==> config.mk <==
export PLATFORM = sky130hd
export DESIGN_NAME = lowpower_current_wakeup_regs
export DESIGN_NICKNAME = d
export VERILOG_FILES = /design/src/include/lpwake_pkg.sv /design/src/rtl/iir_lowpass.sv /design/src/rtl/lowpower_current_wakeup_regs.sv /design/src/rtl/persist_filter.sv
export SDC_FILE = /design/constraint.sdc
export NUM_CORES = 1
export LEC_CHECK = 0
export BUFFER_PORTS_ARGS = -buffer_cell sky130_fd_sc_hd__buf_4
export CAP_MARGIN = 10
export CORE_MARGIN = 4
export CORE_UTILIZATION = 55
export DETAILED_ROUTE_END_ITERATION = 10
export HOLD_SLACK_MARGIN = 0.15
export PLACE_DENSITY = 0.79
export SLEW_MARGIN = 5
export SYNTH_ARGS = -nofsm -noshare
export SYNTH_HDL_FRONTEND = slang
export SYNTH_HIERARCHICAL = 1
export SYNTH_SLANG_ARGS = --single-unit
==> constraint.sdc <==
create_clock -name mclk -period 4.65 [get_ports mclk]
set_input_delay 0 -clock mclk [delete_from_list [all_inputs] [get_ports mclk]]
set_output_delay 0 -clock mclk [all_outputs]
set_load 0.005 [all_outputs]
==> src/include/lpwake_pkg.sv <==
/*
 * Constants for the low-power current wake-up register bank: window bases,
 * register offsets, field positions, reset values and datapath widths.
 * Assumes a 16-bit host register bus with a 16-bit global address.
 */
package lpwake_pkg;

  // ****************************************
  // Address windows and offsets
  // ****************************************
  localparam logic [7:0]  BASE_BLOCKING_HI = 8'h0E;  // Window 0x0E00
  localparam logic [7:0]  BASE_NONBLOCK_HI = 8'h0F;  // Window 0x0F00
  localparam logic [7:0]  OFS_PER          = 8'h72;
  localparam logic [7:0]  OFS_FCTL         = 8'h74;
  localparam logic [7:0]  OFS_CLV          = 8'h76;
  localparam logic [7:0]  OFS_AHLV_HI      = 8'h78;  // Bits 30-16
  localparam logic [7:0]  OFS_AHLV_LO      = 8'h7A;  // Bits 15-0

  // ****************************************
  // Widths
  // ****************************************
  localparam int          BUS_W   = 16;
  localparam int          ADDR_W  = 16;
  localparam int          CUR_W   = 24;
  localparam int          AH_W    = 32;
  localparam int          AHLV_W  = 31;
  localparam int          TRIG_W  = 16;
  localparam int          LVL_W   = 8;
  localparam int          COEF_W  = 3;
  localparam int          IIR_FRAC = 8;

  // ****************************************
  // Reset values
  // ****************************************
  localparam logic [7:0]        RST_PER  = 8'h00;
  localparam logic [15:0]       RST_FCTL = 16'h000E;
  localparam logic [7:0]        RST_CLV  = 8'h00;
  localparam logic [AHLV_W-1:0] RST_AHLV = 31'h00000000;

  // ****************************************
  // Control field layout and coefficient coding
  // ****************************************
  localparam int          CMASK_MSB    = 11;
  localparam int          CMASK_LSB    = 9;
  localparam int          COEF_MSB     = 3;
  localparam int          COEF_LSB     = 1;
  localparam logic [2:0]  CMASK_ENABLE = 3'h7;
  localparam logic [2:0]  IIR_SHIFT_BASE = 3'h3;   // Code 000 gives 1/8
  localparam logic [2:0]  IIR_CODE_MAX   = 3'h4;   // Above this: bypass
  localparam int          CLV_LSB      = 16;       // Level compares bits 23-16

  // Atomic read holding state
  typedef enum logic [2:0] {
    LOCK_NONE    = 3'b001,
    LOCK_LO_HELD = 3'b010,
    LOCK_HI_HELD = 3'b100
  } hold_state_t;

endpackage : lpwake_pkg

==> src/rtl/iir_lowpass.sv <==
/*
 * First-order IIR low-pass on the current samples, y += alpha*(x - y).
 * Assumes samples arrive as one-cycle valid pulses on mclk.
 */
`timescale 1ns/1ps
module iir_lowpass (
  input  wire logic                                mclk,
  input  wire logic                                rstn,
  input  wire logic [lpwake_pkg::COEF_W-1:0]       coef_select,
  input  wire logic                                sample_valid,
  input  wire logic signed [lpwake_pkg::CUR_W-1:0] sample_in,
  output logic signed [lpwake_pkg::CUR_W-1:0]      filt_out,
  output logic                                     filt_valid
);
  import lpwake_pkg::*;

  localparam int ACC_W = CUR_W + IIR_FRAC;

  logic signed [ACC_W-1:0] acc_r;
  logic signed [ACC_W-1:0] acc_nxt;
  logic signed [ACC_W-1:0] x_ext;
  logic signed [ACC_W:0]   diff;
  logic signed [ACC_W:0]   step;
  logic [2:0]              shift;
  logic                    bypass;

  // Alpha from code: shift 3..7, or pass-through
  assign bypass  = (coef_select > IIR_CODE_MAX);
  assign shift   = IIR_SHIFT_BASE + coef_select;
  assign x_ext   = {sample_in, {IIR_FRAC{1'b0}}};
  assign diff    = {x_ext[ACC_W-1], x_ext} - {acc_r[ACC_W-1], acc_r};
  assign step    = diff >>> shift;
  assign acc_nxt = bypass ? x_ext : acc_r + step[ACC_W-1:0];

  // Accumulator and output on each sample
  always_ff @(posedge mclk or negedge rstn) begin
    if (!rstn) begin
      acc_r      <= '0;
      filt_out   <= '0;
      filt_valid <= 1'b0;
    end else begin
      filt_valid <= sample_valid;
      if (sample_valid) begin
        acc_r    <= acc_nxt;
        filt_out <= acc_nxt[ACC_W-1:IIR_FRAC];
      end
    end
  end

endmodule : iir_lowpass

==> src/rtl/lowpower_current_wakeup_regs.sv <==
/*
 * Register bank for the low-power current and amp-hour wake-up settings,
 * with the IIR filter control, low-power trigger counter and wake requests.
 * Assumes the host register bus, low-power tick, samples and amp-hour count
 * all come from logic on mclk.
 */
`timescale 1ns/1ps

// Function
// Registers decode at offset plus 0x0E00 (blocking) and 0x0F00 (non-blocking).
// Filtering period, 8-bit read/write at 0x72, reset zero.
// Software uses only 16-bit transfers on the filter control register.
// Coefficient bits 3-1 change only when mask bits 11-9 are 111.
// Codes 000..100 give alpha 1/8, 1/16, 1/32, 1/64, 1/128.
// Codes 101, 110, 111 bypass the filter, alpha one.
// Current level, 8-bit read/write at 0x76, reset zero.
// Amp-hour threshold, unsigned 31 bits at 0x78-0x7B, read/write, reset zero.
// Reading one threshold half buffers the other for a consistent pair.
// Reading the buffered half returns the buffer and releases it.
// In low power, trigger counter equal to period starts an acquisition.
// Current wake request only after condition persists the filtering period.
// Filter control register and unused bits read as zero.
module lowpower_current_wakeup_regs (
  input  wire logic                                 mclk,
  input  wire logic                                 rstn,
  input  wire logic [lpwake_pkg::ADDR_W-1:0]        bus_addr,
  input  wire logic                                 bus_rd,
  input  wire logic                                 bus_wr,
  input  wire logic                                 bus_size16,
  input  wire logic [lpwake_pkg::BUS_W-1:0]         bus_wdata,
  output logic      [lpwake_pkg::BUS_W-1:0]         bus_rdata,
  output logic                                      bus_ack,
  input  wire logic                                 lowpower_mode,
  input  wire logic                                 lp_tick,
  input  wire logic [lpwake_pkg::TRIG_W-1:0]        lowpower_trigger_period,
  input  wire logic                                 sample_valid,
  input  wire logic signed [lpwake_pkg::CUR_W-1:0]  sample_current,
  input  wire logic signed [lpwake_pkg::AH_W-1:0]   amp_hour_count,
  output logic                                      acq_start,
  output logic signed [lpwake_pkg::CUR_W-1:0]       filt_current,
  output logic                                      filt_valid,
  output logic                                      current_wake_req,
  output logic                                      amp_hour_wake_req
);
  import lpwake_pkg::*;

  // ****************************************
  // Declarations
  // ****************************************
  logic [7:0]          wake_filter_period_r;
  logic [7:0]          current_wake_level_r;
  logic [AHLV_W-1:0]   amp_hour_wake_level_r;
  logic [COEF_W-1:0]   iir_coef_select_r;
  logic [BUS_W-1:0]    hold_r;
  logic [BUS_W-1:0]    hold_nxt;
  hold_state_t         hold_state_r;
  hold_state_t         hold_state_nxt;
  logic [TRIG_W-1:0]   trig_count_r;
  logic [BUS_W-1:0]    rdata_nxt;

  wire                 in_window;
  wire [7:0]           ofs;
  wire [7:0]           ofs_word;
  wire                 odd_byte;
  wire                 bad_align;
  wire                 hit_per;
  wire                 hit_fctl;
  wire                 hit_clv;
  wire                 hit_ah_hi;
  wire                 hit_ah_lo;
  wire                 any_access;
  wire                 rd16;
  wire                 hi_lane_en;
  wire                 lo_lane_en;
  wire [7:0]           hi_lane_data;
  wire [7:0]           lo_lane_data;
  wire [BUS_W-1:0]     ah_hi_live;
  wire [BUS_W-1:0]     ah_lo_live;
  wire [BUS_W-1:0]     live_word;
  wire [BUS_W-1:0]     read_word;
  wire [7:0]           read_byte;
  wire [COEF_W-1:0]    coef_mask;
  wire                 coef_write;
  wire                 trig_hit;
  wire [CUR_W-1:0]     filt_mag;
  wire                 current_cond;
  wire [AH_W-1:0]      ah_mag;
  wire                 ah_cond;

  // ****************************************
  // Address decode
  // ****************************************

  // Both windows map the same registers
  assign in_window  = (bus_addr[15:8] == BASE_BLOCKING_HI) ||
                      (bus_addr[15:8] == BASE_NONBLOCK_HI);
  assign ofs        = bus_addr[7:0];
  assign ofs_word   = {ofs[7:1], 1'b0};
  assign odd_byte   = ofs[0];
  assign bad_align  = bus_size16 && odd_byte;   // Odd word address: unmapped
  assign hit_per    = in_window && !bad_align && (ofs_word == OFS_PER);
  assign hit_fctl   = in_window && !bad_align && (ofs_word == OFS_FCTL);
  assign hit_clv    = in_window && !bad_align && (ofs_word == OFS_CLV);
  assign hit_ah_hi  = in_window && !bad_align && (ofs_word == OFS_AHLV_HI);
  assign hit_ah_lo  = in_window && !bad_align && (ofs_word == OFS_AHLV_LO);
  assign any_access = bus_rd || bus_wr;
  assign rd16       = bus_rd && bus_size16;

  // Byte lanes, big-endian: even offset is the high byte
  assign hi_lane_en   = bus_size16 || !odd_byte;
  assign lo_lane_en   = bus_size16 || odd_byte;
  assign hi_lane_data = bus_size16 ? bus_wdata[15:8] : bus_wdata[7:0];
  assign lo_lane_data = bus_wdata[7:0];

  // ****************************************
  // Read path
  // ****************************************

  // Live words; bit 15 of the high half is unused
  assign ah_hi_live = {1'b0, amp_hour_wake_level_r[AHLV_W-1:BUS_W]};
  assign ah_lo_live = amp_hour_wake_level_r[BUS_W-1:0];

  // Live word at the addressed offset, control register reads zero
  assign live_word = hit_per   ? {wake_filter_period_r, 8'h00} :
                     hit_clv   ? {current_wake_level_r, 8'h00} :
                     hit_ah_hi ? ah_hi_live :
                     hit_ah_lo ? ah_lo_live :
                     16'h0000;

  // Buffered half answers a 16-bit read of the held word
  assign read_word = (rd16 && hit_ah_lo && hold_state_r == LOCK_LO_HELD) ? hold_r :
                     (rd16 && hit_ah_hi && hold_state_r == LOCK_HI_HELD) ? hold_r :
                     live_word;
  assign read_byte = odd_byte ? live_word[7:0] : live_word[15:8];
  assign rdata_nxt = !bus_rd    ? bus_rdata :
                     bus_size16 ? read_word : {8'h00, read_byte};

  // Bus answer one cycle after each strobe, mapped or not
  always_ff @(posedge mclk or negedge rstn) begin
    if (!rstn) begin
      bus_ack   <= 1'b0;
      bus_rdata <= 16'h0000;
    end else begin
      bus_ack   <= any_access;
      bus_rdata <= rdata_nxt;
    end
  end

  // ****************************************
  // Atomic threshold read buffer
  // ****************************************

  // First 16-bit half read captures the other half
  always_comb begin
    hold_state_nxt = hold_state_r;
    hold_nxt       = hold_r;
    unique case (hold_state_r)
      LOCK_NONE: begin
        if (rd16 && hit_ah_hi) begin
          hold_nxt       = ah_lo_live;
          hold_state_nxt = LOCK_LO_HELD;
        end else if (rd16 && hit_ah_lo) begin
          hold_nxt       = ah_hi_live;
          hold_state_nxt = LOCK_HI_HELD;
        end
      end
      LOCK_LO_HELD: begin
        if (rd16 && hit_ah_lo) begin
          hold_state_nxt = LOCK_NONE;
        end else if (rd16 && hit_ah_hi) begin
          hold_nxt       = ah_lo_live;
        end
      end
      LOCK_HI_HELD: begin
        if (rd16 && hit_ah_hi) begin
          hold_state_nxt = LOCK_NONE;
        end else if (rd16 && hit_ah_lo) begin
          hold_nxt       = ah_hi_live;
        end
      end
      default: begin
        hold_state_nxt = LOCK_NONE;
      end
    endcase
  end

  // Buffer state registers
  always_ff @(posedge mclk or negedge rstn) begin
    if (!rstn) begin
      hold_state_r <= LOCK_NONE;
      hold_r       <= 16'h0000;
    end else begin
      hold_state_r <= hold_state_nxt;
      hold_r       <= hold_nxt;
    end
  end

  // ****************************************
  // Writable registers
  // ****************************************

  // Filtering period and current level
  always_ff @(posedge mclk or negedge rstn) begin
    if (!rstn) begin
      wake_filter_period_r <= RST_PER;
      current_wake_level_r <= RST_CLV;
    end else begin
      if (bus_wr && hit_per && hi_lane_en) begin
        wake_filter_period_r <= hi_lane_data;
      end
      if (bus_wr && hit_clv && hi_lane_en) begin
        current_wake_level_r <= hi_lane_data;
      end
    end
  end

  // Amp-hour threshold, per byte lane; bit 31 is not stored
  always_ff @(posedge mclk or negedge rstn) begin
    if (!rstn) begin
      amp_hour_wake_level_r <= RST_AHLV;
    end else if (bus_wr) begin
      if (hit_ah_hi && hi_lane_en) begin
        amp_hour_wake_level_r[30:24] <= hi_lane_data[6:0];
      end
      if (hit_ah_hi && lo_lane_en) begin
        amp_hour_wake_level_r[23:16] <= lo_lane_data;
      end
      if (hit_ah_lo && hi_lane_en) begin
        amp_hour_wake_level_r[15:8] <= hi_lane_data;
      end
      if (hit_ah_lo && lo_lane_en) begin
        amp_hour_wake_level_r[7:0] <= lo_lane_data;
      end
    end
  end

  // Masked coefficient update, 16-bit writes only
  assign coef_mask  = bus_wdata[CMASK_MSB:CMASK_LSB];
  assign coef_write = bus_wr && hit_fctl && bus_size16 &&
                      (coef_mask == CMASK_ENABLE);

  always_ff @(posedge mclk or negedge rstn) begin
    if (!rstn) begin
      iir_coef_select_r <= RST_FCTL[COEF_MSB:COEF_LSB];
    end else if (coef_write) begin
      iir_coef_select_r <= bus_wdata[COEF_MSB:COEF_LSB];
    end
  end

  // ****************************************
  // Low-power trigger counter
  // ****************************************

  // Counts low-power ticks from zero, restarts on match
  assign trig_hit = lowpower_mode && lp_tick &&
                    (trig_count_r == lowpower_trigger_period);

  always_ff @(posedge mclk or negedge rstn) begin
    if (!rstn) begin
      trig_count_r <= '0;
      acq_start    <= 1'b0;
    end else begin
      acq_start <= trig_hit;
      if (!lowpower_mode || trig_hit) begin
        trig_count_r <= '0;
      end else if (lp_tick) begin
        trig_count_r <= trig_count_r + 1'b1;
      end
    end
  end

  // ****************************************
  // Current filter and wake-up requests
  // ****************************************

  // IIR on incoming current samples
  iir_lowpass u_iir (
    .mclk         (mclk),
    .rstn         (rstn),
    .coef_select  (iir_coef_select_r),
    .sample_valid (sample_valid),
    .sample_in    (sample_current),
    .filt_out     (filt_current),
    .filt_valid   (filt_valid)
  );

  // Magnitude of the filtered current against the level
  assign filt_mag     = filt_current[CUR_W-1] ? (~filt_current + 1'b1) : filt_current;
  assign current_cond = (filt_mag[CUR_W-1:CLV_LSB] > current_wake_level_r);

  // Persistence over low-power acquisitions
  persist_filter u_persist (
    .mclk   (mclk),
    .rstn   (rstn),
    .period (wake_filter_period_r),
    .cond   (current_cond),
    .step   (filt_valid && lowpower_mode),
    .clear  (!lowpower_mode),
    .req    (current_wake_req)
  );

  // Amp-hour count magnitude reaching a nonzero threshold
  assign ah_mag  = amp_hour_count[AH_W-1] ? (~amp_hour_count + 1'b1) : amp_hour_count;
  assign ah_cond = (amp_hour_wake_level_r != RST_AHLV) &&
                   (ah_mag >= {1'b0, amp_hour_wake_level_r});

  always_ff @(posedge mclk or negedge rstn) begin
    if (!rstn) begin
      amp_hour_wake_req <= 1'b0;
    end else begin
      amp_hour_wake_req <= lowpower_mode && ah_cond;
    end
  end

endmodule : lowpower_current_wakeup_regs

==> src/rtl/persist_filter.sv <==
/*
 * Persistence filter: raises a request once a condition holds for a
 * programmed number of consecutive steps; drops it when the condition fails.
 * Assumes step and clear are one-cycle qualifiers on mclk.
 */
`timescale 1ns/1ps
module persist_filter (
  input  wire logic                           mclk,
  input  wire logic                           rstn,
  input  wire logic [lpwake_pkg::LVL_W-1:0]   period,
  input  wire logic                           cond,
  input  wire logic                           step,
  input  wire logic                           clear,
  output logic                                req
);
  import lpwake_pkg::*;

  logic [LVL_W-1:0] count_r;
  logic [LVL_W:0]   count_inc;

  assign count_inc = {1'b0, count_r} + 1'b1;

  // Count qualifying steps, saturating
  always_ff @(posedge mclk or negedge rstn) begin
    if (!rstn) begin
      count_r <= '0;
      req     <= 1'b0;
    end else if (clear) begin
      count_r <= '0;
      req     <= 1'b0;
    end else if (step) begin
      if (cond) begin
        count_r <= count_inc[LVL_W] ? count_r : count_inc[LVL_W-1:0];
        req     <= (count_inc >= {1'b0, period});
      end else begin
        count_r <= '0;
        req     <= 1'b0;
      end
    end
  end

endmodule : persist_filter

# [Word level (Yosys, flattened, before mapping)]
# Cells that the tools add are included.
[word_totals] register_bits=170 inputBits=112 wordCells=131 out_inout_bits=45
[op_classes] addsub=7 mux=32 eq_ne=20 bitwise_logic=2 reduce_logical=46 order_cmp=4 shift=1
[ops] operator="16-bit 2-to-1 mux" n=14
[ops] operator="32-bit 2-to-1 mux" n=2
[ops] operator="8-bit 2-to-1 mux" n=6
[ops] operator="16-bit case mux with 3 select lines" n=1
[ops] operator="7-bit by 6-bit equality test with 1-bit output (second input constant)" n=5
[ops] operator="33-bit by 3-bit >>> shifter with 32-bit output" n=1
[ops] operator="32-bit by 32-bit subtractor with 33-bit output" n=1
[ops] operator="32-bit by 1-bit adder with 32-bit output (second input constant)" n=1
[ops] operator="32-bit adder" n=1
[ops] operator="32-bit by 31-bit greater-or-equal comparator with 1-bit output" n=1
[ops] operator="32-bit NOT" n=1
[ops] operator="31-bit nonzero test" n=1
[ops] operator="1-bit logical AND" n=28
[ops] operator="24-bit by 1-bit adder with 24-bit output (second input constant)" n=1
[ops] operator="24-bit 2-to-1 mux" n=1
[ops] operator="24-bit NOT" n=1
[ops] operator="16-bit by 1-bit adder with 16-bit output (second input constant)" n=1
[ops] operator="16-bit equality test" n=1
[ops] operator="8-bit by 4-bit equality test with 1-bit output (second input constant)" n=2
[ops] operator="3-bit 2-to-1 mux" n=4
[ops] operator="2-bit AND reduction" n=5
[ops] operator="8-bit by 1-bit adder with 9-bit output (second input constant)" n=1
[ops] operator="9-bit by 8-bit greater-or-equal comparator with 1-bit output" n=1
[ops] operator="3-bit case mux with 3 select lines" n=1
[ops] operator="other kinds (16)" n=30

# [Longest topological paths before layout]
# Gate-level depths: netlist of run 1.
[logic_depth] depth_word=11 mapped_depth=25 depth_no_buf=23

# [Modules after synthesis]
# The synthesis of run 1 kept the hierarchy.
[modules_own_cells] module="lowpower_current_wakeup_regs" instances=1 cells_each=782 seq_area_each_um2=2607.5 area_per_inst_um2=7029.2
[modules_own_cells] module="iir_lowpass" instances=1 cells_each=811 seq_area_each_um2=825.8 area_per_inst_um2=6102.1
[modules_own_cells] module="persist_filter" instances=1 cells_each=80 seq_area_each_um2=225.2 area_per_inst_um2=748.2

# [Worst setup path after synthesis of run 1]
# No wires, ideal clock.
[synth_timing] kind="register to register" startpoint="reg u_iir.acc_r[1]" endpoint="reg u_iir/filt_out[16] (netlist name)" period_less_slack_ps=5100 setup_slack_ps=-450 required_ps=4514 arrival_time_ps=4964 path_buffers=1 setup_time_ps=136 path_stages_with_launch=24 cell_sequence="dfrtp_1 -> inv_1 -> ha_1 -> or3b_1 -> nor4_2 -> o2111ai_1 -> a31oi_1 -> nor2_1 -> xnor2_1 -> mux2_2 -> mux2_2 -> nand2_1 -> o21ai_0 -> ha_1 -> clkbuf_1 -> a21oi_1 -> nor2b_1 -> o41ai_1 -> o31ai_1 -> a31oi_1 -> o21ai_0 -> a21oi_1 -> nor4b_1 -> or3b_2"
[synth_via] elab_chain_cells=4
[synth_lines] item="start, declared" line="iir_lowpass.sv:19" rtl="logic signed [ACC_W-1:0] acc_r;"
[synth_lines] item="start signal, assigned" line="iir_lowpass.sv:44" rtl="acc_r <= acc_nxt;"
[synth_lines] item="32-bit by 32-bit subtractor with 33-bit output" line="iir_lowpass.sv:31" rtl="assign diff = {x_ext[ACC_W-1], x_ext} - {acc_r[ACC_W-1], acc_r};"
[synth_lines] item="33-bit by 3-bit >>> shifter with 32-bit output" line="iir_lowpass.sv:32" rtl="assign step = diff >>> shift;"
[synth_lines] item="32-bit adder (*)" line="iir_lowpass.sv:33" rtl="assign acc_nxt = bypass ? x_ext : acc_r + step[ACC_W-1:0];"
[synth_lines] item="32-bit 2-to-1 mux (*)" line="iir_lowpass.sv:33"
[synth_lines] item="end signal, assigned" line="iir_lowpass.sv:45" rtl="filt_out <= acc_nxt[ACC_W-1:IIR_FRAC];"
[synth_lines] item="end, declared" line="iir_lowpass.sv:12" rtl="output logic signed [lpwake_pkg::CUR_W-1:0] filt_out,"
# Mark *: on every way between the ends. The rest lies on a longest branch, timed or not.
# A chain may end at the register's enable or synchronous reset.

==> metrics.txt, run 1 <==
pwr dens=842.4 nW/µm²; DRT Pass-1 Iters=9; Max IR drop VDD=1.080 mV; Non-Filler Instances=2389; share of cells above drive strength 1=0.2964; CP arrival=approximately 5.6 ns; largest net degree at the start of global routing=104; final setup margin=-0.6241 ns; max_slew headroom=0.2537; fin crit share=1.134; ANT nets after route=0; Post-Place Worst Slack=-0.5057 ns; final hold violations=0; Max Cap Viol=0; Ys Warns=6; port bufs=roughly 160; DP Cell Count=between 2000 and 2500; IO Count=157; multi-input logic area=10050 µm²; initial antenna violation count=0; CP Capture Type=flop; worst skew pair latency=around 0.44 ns; #FFs+latches synth=between 100 and 150; Longest Clk Path Bufs=2; Synth Area in Adders=0.1060; XOR/XNOR share of the synthesized area=0.07816; Crit Path Max Fanout=5; grt ovf=0; Final #Nets=2281; status=finished, violations left; num rows=57; Crit path required time=4.95 ns; failing checks=setup timing; Core Area=24600 µm²; # diodes=0; post-layout min period=5.274 ns; pins over their slew limit=0; hold_ws=0.2043 ns; Post-Synthesis Net Count=1902; first-pass GRT wire length=75670 µm; die span in y=166.9 µm; P&R area growth vs syn=35.01%; DR vias/cell=6.482; register area share after synthesis=0.2636; Post-synth EDFFs=0; CTS Buf Count=17; CTS Sinks=around 150; H-tree levels=4; CTS tree=done; Iteration-0 DRC Markers=1972; post-synthesis simple-gate area fraction=0.1892; All-Layer GR Usage=0.3271; number of global-route vias before repair=14890; initial core utilization=0.5641; Worst Max-Slew Pin Slew=1.112 ns; Fmax=between 0.15 and 0.2 GHz; via count=15490; DRC viols=0; FILL cells=roughly 1700; Post-Route WL=50430 µm; post-synthesis mux area share=0.07212; Setup-failing EPs final=15; leakage power total=0.008561 µW; Post-DP HPWL=32930 µm; mapped cell area=13880 µm²; Clk pin slew, worst setup/hold paths=0.08 ns; chip width=166.9 µm; largest cells by area after synthesis=dfrtp_1 (26%), ha_1 (10%), mux2i_1 (5.3%); drt wl/cell=about 21 µm; Cells after Synth=about 1700; cell taking the most area after synthesis=dfrtp_1; Synth Area in Compound Gates=0.2228; synth unique cells=95; Placer Congestion=around 0.97; Avg Cell Area, Syn=between 8 and 9 µm²; asr flop ratio synth=1.000; startpoint types=flop; Die Area=between 20000 and 30000 µm²; top cell type's share of synthesized area=0.2560; RSZ-0062 raised after global routing=true; Root Buffer=clkbuf_16; CP Class=reg2reg; hold crit path type=in2reg; largest family of logic cells by synthesized area=compound AO/OA/AOI/OAI gates; Most used DFF post-synth=dfrtp_1; register area=3659 µm²; Fin Clk Skew=0.01915 ns
## cells in the mapped netlist, types with 31 or more instances
cell type / instances
nand3_1: 43
nand2_1: 192
o21ai_0: 144
inv_1: 107
xnor2_1: 79
nand4_1: 36
ha_1: 116
mux2i_1: 73
a21o_1: 31
dfrtp_1: 142
clkbuf_1: 45
nor2_1: 87
a21oi_1: 86
xor2_1: 43
## layout by cell type (no fill, tap or decap), drive strengths merged, types with 20 or more instances in the layout
master       netlist  routed
a211oi            20      20
a21o              31      31
a21oi             86      86
a31oi             25      25
buf               46     399
dfrtp            142     142
dlygate4sd3        0      57
ha               116     116
inv              107     113
mux2              20      20
mux2i             73      73
nand2            192     192
nand2b            21      21
nand3             44      44
nand4             37      37
nor2              87      87
nor3              24      24
nor4              21      21
o21ai            160     160
xnor2             79      79
xor2              44      44
## cells by family (layout without fill, tap and decap cells)
family	count (synthesis)	in the layout
flops	146	146
fa+ha+maj	117	117
mux	95	95
simple gates	516	516
xor+xnor	123	123
buf+inv	203	595
compound gates	473	473
## report_power, final
group	leakage [µW]	switching (µW)	internal, µW
Combinational	0.00640	6510	6270
Sequential	0.00186	139	1460
Clock	0.000293	680	730
Total	0.00856	7330	8450
## sequential cells by signal (all words and copies together), names as in the netlist
signal	cells
iir_coef_select_r	3
bus_rdata	16
trig_count_r	16
amp_hour_wake_level_r	31
u_iir/acc_r	8
u_iir/filt_valid	1
bus_ack	1
hold_r	16
amp_hour_wake_req	1
current_wake_level_r	8
u_iir/filt_out	24
u_persist/count_r	8
u_persist/req	1
wake_filter_period_r	8
hold_state_r	3
acq_start	1
## cell type report
class                           instances  area share
Multi-Input combinational cell       1324      0.5364
Clock buffer                           17     0.02270
Sequential cell                       146      0.1952
Clock inverter                         15    0.009882
Tap cell                              324     0.02163
Inverter                              107     0.02163
Timing Repair Buffer                  456      0.1926
## critical path: stages (launching register included)
cell,delay (ns)
dfrtp_1,0.36
inv_1,0.07
ha_1,0.31
buf_4,0.16
nand4_1,0.18
or2_2,0.34
o22ai_1,0.30
or3_4,0.25
a31oi_4,0.10
xnor2_2,0.18
mux2_2,0.32
mux2i_2,0.24
o21ai_0,0.14
ha_1,0.35
a21oi_4,0.21
o211ai_1,0.15
a21oi_1,0.26
o21ai_2,0.09
a221oi_2,0.34
buf_4,0.17
a21o_1,0.12
a21boi_2,0.06
o21ba_2,0.21
mux2i_1,0.13
o211ai_1,0.11
## worst paths after layout
kind / cells after the start / slack (ns) / to / startpoint
max: 24 / -0.62 / u_iir/filt_out[23] / u_iir/filt_out[10]
min: 3 / 0.20 / current_wake_level_r[3] / bus_size16
max reg2reg: 24 / -0.62 / u_iir/filt_out[23] / u_iir/filt_out[10]
min reg2reg: 2 / 0.48 / hold_r[12] / hold_r[12]
max in group asynchronous: 3 / 3.18 / u_persist/count_r[7] / rstn
min in group asynchronous: 2 / 0.24 / bus_rdata[14] / rstn
## through the flow
stage | power [µW] | TNS (ns) | instance area, µm² | utilization
after detailed placement | 11200 | -4.499 | 16480 | 0.6700
final | 15790 | -4.818 | 18740 | 0.7616
after global placement | 10940 | -2.698 | 16480 | 0.6700
after global routing | 16540 | -6.958 | 18740 | 0.7616
after CTS | 13940 | -1.461 | 18260 | 0.7422
after floorplan | 7526 | -0.4771 | 13960 | -
## timing repair
action / CTS / global route
endpoints found under the hold margin: 198 / 0
endpoints found under the setup margin: 15 / 27
hold buffers: 58 / 0
cloned: 0 / 0
resized for setup: 90 / 74
pin swaps: 46 / 42
buffers inserted: 25 / 19
## layer usage
metal	routed length, µm	GRT usage
met2	23400	0.5417
met3	5259	0.06826
met4	3233	0.1412
met1	18540	0.4146
met5	0	0
Power figures use the tool's default switching activity.
==> run 2, diff against run 1 <==
--- a/config.mk
+++ b/config.mk
@@ -8,10 +8,10 @@
 export BUFFER_PORTS_ARGS = -buffer_cell sky130_fd_sc_hd__buf_4
 export CAP_MARGIN = 10
 export CORE_MARGIN = 4
-export CORE_UTILIZATION = 55
+export CORE_UTILIZATION = 25
 export DETAILED_ROUTE_END_ITERATION = 10
+export GPL_TIMING_DRIVEN = 0
 export HOLD_SLACK_MARGIN = 0.15
-export PLACE_DENSITY = 0.79
 export SLEW_MARGIN = 5
 export SYNTH_ARGS = -nofsm -noshare
 export SYNTH_HDL_FRONTEND = slang
==> run 2 against run 1 <==
The flow still finishes with violations (setup timing). Final area decreased by 0.37%. Total power decreased by 13%. Fmax increased by 3.0%. Clock-buffer cell count unchanged. Via count decreased by 8.7%. Sequential share of layout area increased by 0.12 points. Register-to-register slack improved by 0.15 ns. Core utilization decreased by 42 points. Wire length decreased by 0.24%. Non-clock buffer count decreased by 74. Critical endpoint is now u_iir/filt_out[21].
==> metrics.txt, run 2 (synthesis results as in run 1) <==
initial antenna violation count=0 (unchanged); Largest register FFs=31 (unchanged); status=finished, violations left (unchanged); CP startpoint=u_iir/acc_r[0] (was u_iir/filt_out[10]); Max Cap Viol=0 (unchanged); Worst path depth=24 (unchanged); fin crit share=1.101 (was 1.134); leakage power total=0.008069 µW (was 0.008561 µW); most flop-heavy register=amp_hour_wake_level_r (unchanged); CTS tree=done (unchanged); drt wl/cell=18.37 µm (was 21.11 µm); top flop regs=amp_hour_wake_level_r (31), u_iir/filt_out (24) (unchanged); Final #Nets=2207 (was 2281); CP bufs+invs=2 (was 3); # diodes=0 (unchanged); post-layout min period=5.120 ns (was 5.274 ns); hold crit path type=in2reg (unchanged); ANT nets after route=0 (unchanged); multi-input logic area=10080 µm² (was 10050 µm²); CP Capture Type=flop (unchanged); Longest Clk Path Bufs=2 (unchanged); delay of the slowest critical-path stage=0.41 ns (was 0.36 ns); chip width=243.6 µm (was 166.9 µm); r2r setup slk=-0.47 ns (was -0.62 ns); Critical Path Slowest Stage Cell=dfrtp_2 (was dfrtp_1); RSZ-0062 raised after global routing=true (unchanged); All-Layer GR Usage=0.1625 (was 0.3271); grt ovf=0 (unchanged); CP Cell Sequence=inv_2 -> ha_4 -> or3b_4 -> nor4_4 -> o2111ai_2 -> a31oi_2 -> o21ai_1 -> a211o_1 -> xnor2_2 -> mux2_4 -> o211ai_1 -> o21ai_2 -> buf_4 -> ha_4 -> a21oi_4 -> o211ai_1 -> a21oi_1 -> o21ai_1 -> a221oi_2 -> a21boi_2 -> o41ai_2 -> xnor2_1 -> nor2_1 -> o22ai_1 (was inv_1 -> ha_1 -> buf_4 -> nand4_1 -> or2_2 -> o22ai_1 -> or3_4 -> a31oi_4 -> xnor2_2 -> mux2_2 -> mux2i_2 -> o21ai_0 -> ha_1 -> a21oi_4 -> o211ai_1 -> a21oi_1 -> o21ai_2 -> a221oi_2 -> buf_4 -> a21o_1 -> a21boi_2 -> o21ba_2 -> mux2i_1 -> o211ai_1); pins over their slew limit=0 (unchanged); CP arrival=5.49 ns (was 5.58 ns); initial core utilization=0.2524 (was 0.5641); Placer Congestion=0.9110 (was 0.9711); worst skew pair latency=0.48 ns (was 0.44 ns); final setup margin=-0.4701 ns (was -0.6241 ns); Post-Route WL=50310 µm (was 50430 µm); CP delay by family, top=compound AO/OA/AOI/OAI gates (unchanged); DRC viols=0 (unchanged); share of cells above drive strength 1=0.2557 (was 0.2964); number of global-route vias before repair=13980 (was 14890); Fmax=0.1953 GHz (was 0.1896 GHz); Setup-failing EPs final=16 (was 15); hold_ws=0.2193 ns (was 0.2043 ns); CTS Sinks=146 (unchanged); register area=3667 µm² (was 3659 µm²); max_slew headroom=0.3750 (was 0.2537); num rows=86 (was 57); FILL cells=5638 (was 1667); largest net degree at the start of global routing=76 (was 104); final hold violations=0 (unchanged); Crit Path Max Fanout=2 (was 5); H-tree levels=4 (unchanged); IO Count=157 (unchanged); DRT Pass-1 Iters=7 (was 9); Post-Place Worst Slack=-1.542 ns (was -0.5057 ns); startpoint types=flop (unchanged); commonest non-fill, non-tap cell in the layout=buf_4 (unchanged); Root Buffer=clkbuf_16 (unchanged); Iteration-0 DRC Markers=1063 (was 1972); via count=14130 (was 15490); P&R area growth vs syn=34.51% (was 35.01%); CTS Buf Count=17 (unchanged); Worst Max-Slew Pin Slew=0.9303 ns (was 1.112 ns); Core Area=54990 µm² (was 24600 µm²); first-pass GRT wire length=77010 µm (was 75670 µm); Post-DP HPWL=37500 µm (was 32930 µm); Fin Clk Skew=0.02000 ns (was 0.01915 ns); FF-to-FF Start=u_iir/acc_r[0] (was u_iir/filt_out[10]); Clk pin slew, worst setup/hold paths=0.07 ns (was 0.08 ns); die span in y=243.6 µm (was 166.9 µm); pwr dens=736.3 nW/µm² (was 842.4 nW/µm²); Crit path required time=5.02 ns (was 4.95 ns); port bufs=154 (was 155); leading cell types in the layout, fill and taps excluded=buf_4 (247), nand2_1 (189), dfrtp_1 (135) (was buf_4 (390), nand2_1 (190), dfrtp_1 (142)); DR vias/cell=5.160 (was 6.482); worst setup path end=u_iir/filt_out[21] (was u_iir/filt_out[23]); failing checks=setup timing (unchanged); Die Area=59350 µm² (was 27840 µm²); Max IR drop VDD=0.4988 mV (was 1.080 mV); worst r2r path cells=24 (unchanged); Worst R2R End=u_iir/filt_out[21] (was u_iir/filt_out[23]); fin area=18670 µm² (was 18740 µm²); placed instance area=16090 µm² (was 16480 µm²); CP Class=reg2reg (unchanged)
==> run 2: worst min path at each step <==
stage                      start          endpoint  slack, ns  cells past startpoint
floorplan                   rstn         acq_start      -0.30                      0
global placement    sample_valid  u_iir/filt_valid       0.17                      1
detailed placement          rstn        hold_r[10]       0.02                      1
CTS                 bus_addr[13]      bus_rdata[7]       0.16                      6
global route        bus_addr[13]      bus_rdata[7]       0.22                      6
finish              bus_addr[13]      bus_rdata[7]       0.22                      6
==> run 2: stage by stage <==
step	util	power, µW	setup TNS [ns]	cells
floorplan	-	7526	-0.4771	1673
finish	0.3395	13750	-3.995	2739
CTS	0.3309	12560	-2.410	2716
global placement	0.2919	9273	-22.74	2575
detailed placement	0.2926	9441	-24.09	2576
global route	0.3395	14700	-7.637	2739
==> run 2: layout make-up <==
cell class,instances,share of cell area
multi-input combinational,1324,0.5400
tap,748,0.05013
buffer,91,0.03069
clock inverter,15,0.008847
inverter,107,0.02185
sequential,146,0.1964
timing repair buffer,291,0.1292
clock buffer,17,0.02279
==> run 2: worst register-to-register path: stages (launching register included) <==
cell and delay [ns]:
dfrtp_2 0.41, inv_2 0.08, ha_4 0.13, or3b_4 0.41, nor4_4 0.27, o2111ai_2 0.19, a31oi_2 0.27, o21ai_1 0.12
a211o_1 0.31, xnor2_2 0.15, mux2_4 0.28, o211ai_1 0.22, o21ai_2 0.17, buf_4 0.18, ha_4 0.16, a21oi_4 0.12
o211ai_1 0.12, a21oi_1 0.20, o21ai_1 0.11, a221oi_2 0.38, a21boi_2 0.12, o41ai_2 0.28, xnor2_1 0.16, nor2_1 0.06
o22ai_1 0.16
==> run 2: metal layers <==
| metal | vias up | GRT usage | wire length [µm] |
|---|---|---|---|
| li1 | 6676 | - | - |
| met3 | 113 | 0.02884 | 2555 |
| met2 | 509 | 0.2758 | 24330 |
| met4 | 0 | 0.06245 | 1594 |
| met1 | 6835 | 0.2061 | 21830 |
| met5 | - | 0 | 0 |
==> run 2: repair_timing <==
action	in CTS	in global routing
setup buffers	48	29
setup endpoints to repair	32	26
endpoints found under the hold margin	249	0
hold buffers	61	0
pin swaps	61	45
resized for setup	125	76
==> run 2: power by group <==
| group | switching [µW] | leakage (µW) | internal, µW |
|---|---|---|---|
| Combinational | 5650 | 0.00592 | 5010 |
| Sequential | 205 | 0.00186 | 1460 |
| Clock | 700 | 0.000292 | 721 |
==> run 3, diff against run 2 <==
--- a/config.mk
+++ b/config.mk
@@ -8,7 +8,7 @@
 export BUFFER_PORTS_ARGS = -buffer_cell sky130_fd_sc_hd__buf_4
 export CAP_MARGIN = 10
 export CORE_MARGIN = 4
-export CORE_UTILIZATION = 25
+export CORE_UTILIZATION = 39
 export DETAILED_ROUTE_END_ITERATION = 10
 export GPL_TIMING_DRIVEN = 0
 export HOLD_SLACK_MARGIN = 0.15
==> run 3 against run 2 <==
The run still ends with setup timing left. Sequential cell count did not move. Clock skew down 0.0029 ns. Via count down 1.9%. First-iteration DRC count shrank 17%. Die area shrank 35%. Largest power group unchanged. Combinational power shrank 5%. Clock-buffer cell count increased by 2. Largest cell class unchanged. Setup slack got worse by 0.17 ns. Wire length is 5.6% lower. Clock power barely moved. Final cell count fell by 11%. Register-to-register slack lost 0.17 ns.
==> metrics.txt, run 3 (synthesis results as in run 1) <==
FILL cells=3292 (was 5638); largest net degree at the start of global routing=93 (was 76); first-pass GRT wire length=74800 µm (was 77010 µm); leading cell types in the layout, fill and taps excluded=buf_4 (230), nand2_1 (190), dfrtp_1 (139) (was buf_4 (247), nand2_1 (189), dfrtp_1 (135)); CTS Sinks=146 (unchanged); Max IR drop VDD=0.9534 mV (was 0.4988 mV); fin area=18000 µm² (was 18670 µm²); max_slew headroom=0.3504 (was 0.3750); top flop regs=amp_hour_wake_level_r (31), u_iir/filt_out (24) (unchanged); Post-Route WL=47490 µm (was 50310 µm); CTS Buf Count=17 (unchanged); Post-DP HPWL=35690 µm (was 37500 µm); via count=13870 (was 14130); pins over their slew limit=0 (unchanged); fin crit share=1.138 (was 1.101); DR vias/cell=5.717 (was 5.160); Setup-failing EPs final=18 (was 16); commonest non-fill, non-tap cell in the layout=buf_4 (unchanged); Crit path required time=4.94 ns (was 5.02 ns); hold crit path type=in2reg (unchanged); Iteration-0 DRC Markers=882 (was 1063); share of cells above drive strength 1=0.2369 (was 0.2557); Placer Congestion=0.9464 (was 0.9110); CP Capture Type=flop (unchanged); final setup margin=-0.6426 ns (was -0.4701 ns); initial antenna violation count=1 (was 0); Longest Clk Path Bufs=2 (unchanged); CTS tree=done (unchanged); All-Layer GR Usage=0.2402 (was 0.1625); Largest register FFs=31 (unchanged); port bufs=154 (unchanged); Root Buffer=clkbuf_16 (unchanged); leakage power total=0.007951 µW (was 0.008069 µW); number of global-route vias before repair=13830 (was 13980); DRC viols=0 (unchanged); drt wl/cell=19.57 µm (was 18.37 µm); ANT nets after route=0 (unchanged); RSZ-0062 raised after global routing=true (unchanged); P&R area growth vs syn=29.67% (was 34.51%); final hold violations=0 (unchanged); Core Area=34800 µm² (was 54990 µm²); Crit Path Max Fanout=8 (was 2); DRT Pass-1 Iters=5 (was 7); chip width=196.7 µm (was 243.6 µm); Final #Nets=2187 (was 2207); CP arrival=5.59 ns (was 5.49 ns); grt ovf=0 (unchanged); die span in y=196.7 µm (was 243.6 µm); IO Count=157 (unchanged); H-tree levels=4 (unchanged); Fin Clk Skew=0.01710 ns (was 0.02000 ns); Fmax=0.1889 GHz (was 0.1953 GHz); num rows=68 (was 86); Worst Max-Slew Pin Slew=0.9669 ns (was 0.9303 ns); Post-Place Worst Slack=-1.506 ns (was -1.542 ns); Die Area=38670 µm² (was 59350 µm²); status=finished, violations left (unchanged); Max Cap Viol=0 (unchanged); worst skew pair latency=0.45 ns (was 0.48 ns); hold_ws=0.1771 ns (was 0.2193 ns); # diodes=0 (unchanged); Clk pin slew, worst setup/hold paths=0.08 ns (was 0.07 ns); initial core utilization=0.3989 (was 0.2524); failing checks=setup timing (unchanged); CP Class=reg2reg (unchanged); startpoint types=flop (unchanged); r2r setup slk=-0.64 ns (was -0.47 ns); most flop-heavy register=amp_hour_wake_level_r (unchanged); post-layout min period=5.293 ns (was 5.120 ns); pwr dens=737.0 nW/µm² (was 736.3 nW/µm²); placed instance area=15720 µm² (was 16090 µm²)
[run 3: cell types whose count changed in the layout (fill, tap and decap cells not counted), sizes merged]
cell and change:
inv +1, dlygate4sd3 -4, clkbuf +1, clkinv -6, buf -15, clkinvlp +2
bufinv +1
[run 3: worst max-delay path, cell delays in order (launching register included)]
cell and delay (ns):
dfrtp_1 0.41, inv_2 0.07, ha_4 0.29, nand4_1 0.18
nor4_4 0.40, o2111ai_2 0.21, a31oi_2 0.26, o21ai_1 0.11
a211o_1 0.34, xnor2_2 0.16, mux2_4 0.28, o211ai_1 0.24
o21ai_2 0.12, ha_1 0.33, buf_8 0.15, a21oi_4 0.12
o211ai_1 0.13, a21oi_2 0.21, o21ai_2 0.09, a221oi_4 0.32
a21o_1 0.20, a21boi_2 0.07, o21ba_2 0.22, mux2i_1 0.13
o211ai_1 0.09
[run 3: path summary, 6_finish.rpt]
kind,start,end,cells after the start
min reg2reg,current_wake_level_r[5],current_wake_level_r[5],2
max,u_iir/filt_out[3],u_iir/filt_out[23],24
max reg2reg,u_iir/filt_out[3],u_iir/filt_out[23],24
min,bus_size16,bus_rdata[7],5
max in group asynchronous,rstn,hold_r[15],4
min in group asynchronous,rstn,hold_state_r[0],3
[run 3: report_power, final]
part | internal (µW) | switching [µW]
clock network | 771 | 651
logic | 4750 | 5430
registers | 1460 | 200
total | 6980 | 6290
[run 3: per-layer routing]
metal  track usage  up-vias  part of all wire
met4        0.1045        2             0.044
met2        0.3959      454              0.47
met3       0.04786      118             0.063
met5             0        -           0.00027
li1              -     6654                 -
met1        0.3076     6642              0.42
[run 3: final cells by class]
type,instances,area (µm²),share of cell area
timing repair buffer,270,2245,0.1247
clock inverter,13,138.9,0.007717
tap,455,569.3,0.03163
sequential,146,3662,0.2035
inverter,107,404.1,0.02246
multi-input combinational,1324,9953,0.5530
clock buffer,19,442.9,0.02461
buffer,92,581.8,0.03233
[run 3: what timing repair did]
action,CTS,global route
hold endpoints to repair,238,0
pin swaps,45,52
hold buffers,57,0
setup endpoints to repair,30,29
resized for setup,91,76
setup buffers,32,28
[run 3: per-stage QoR]
stage / setup TNS (ns) / utilization / total power (µW) / std cells
CTS: -5.641 / 0.5021 / 12050 / 2402
global route: -9.337 / 0.5172 / 14260 / 2426
detailed placement: -23.41 / 0.4517 / 9386 / 2283
floorplan: -0.4771 / - / 7526 / 1673
finish: -5.296 / 0.5172 / 13260 / 2426
global placement: -22.43 / 0.4507 / 9305 / 2282
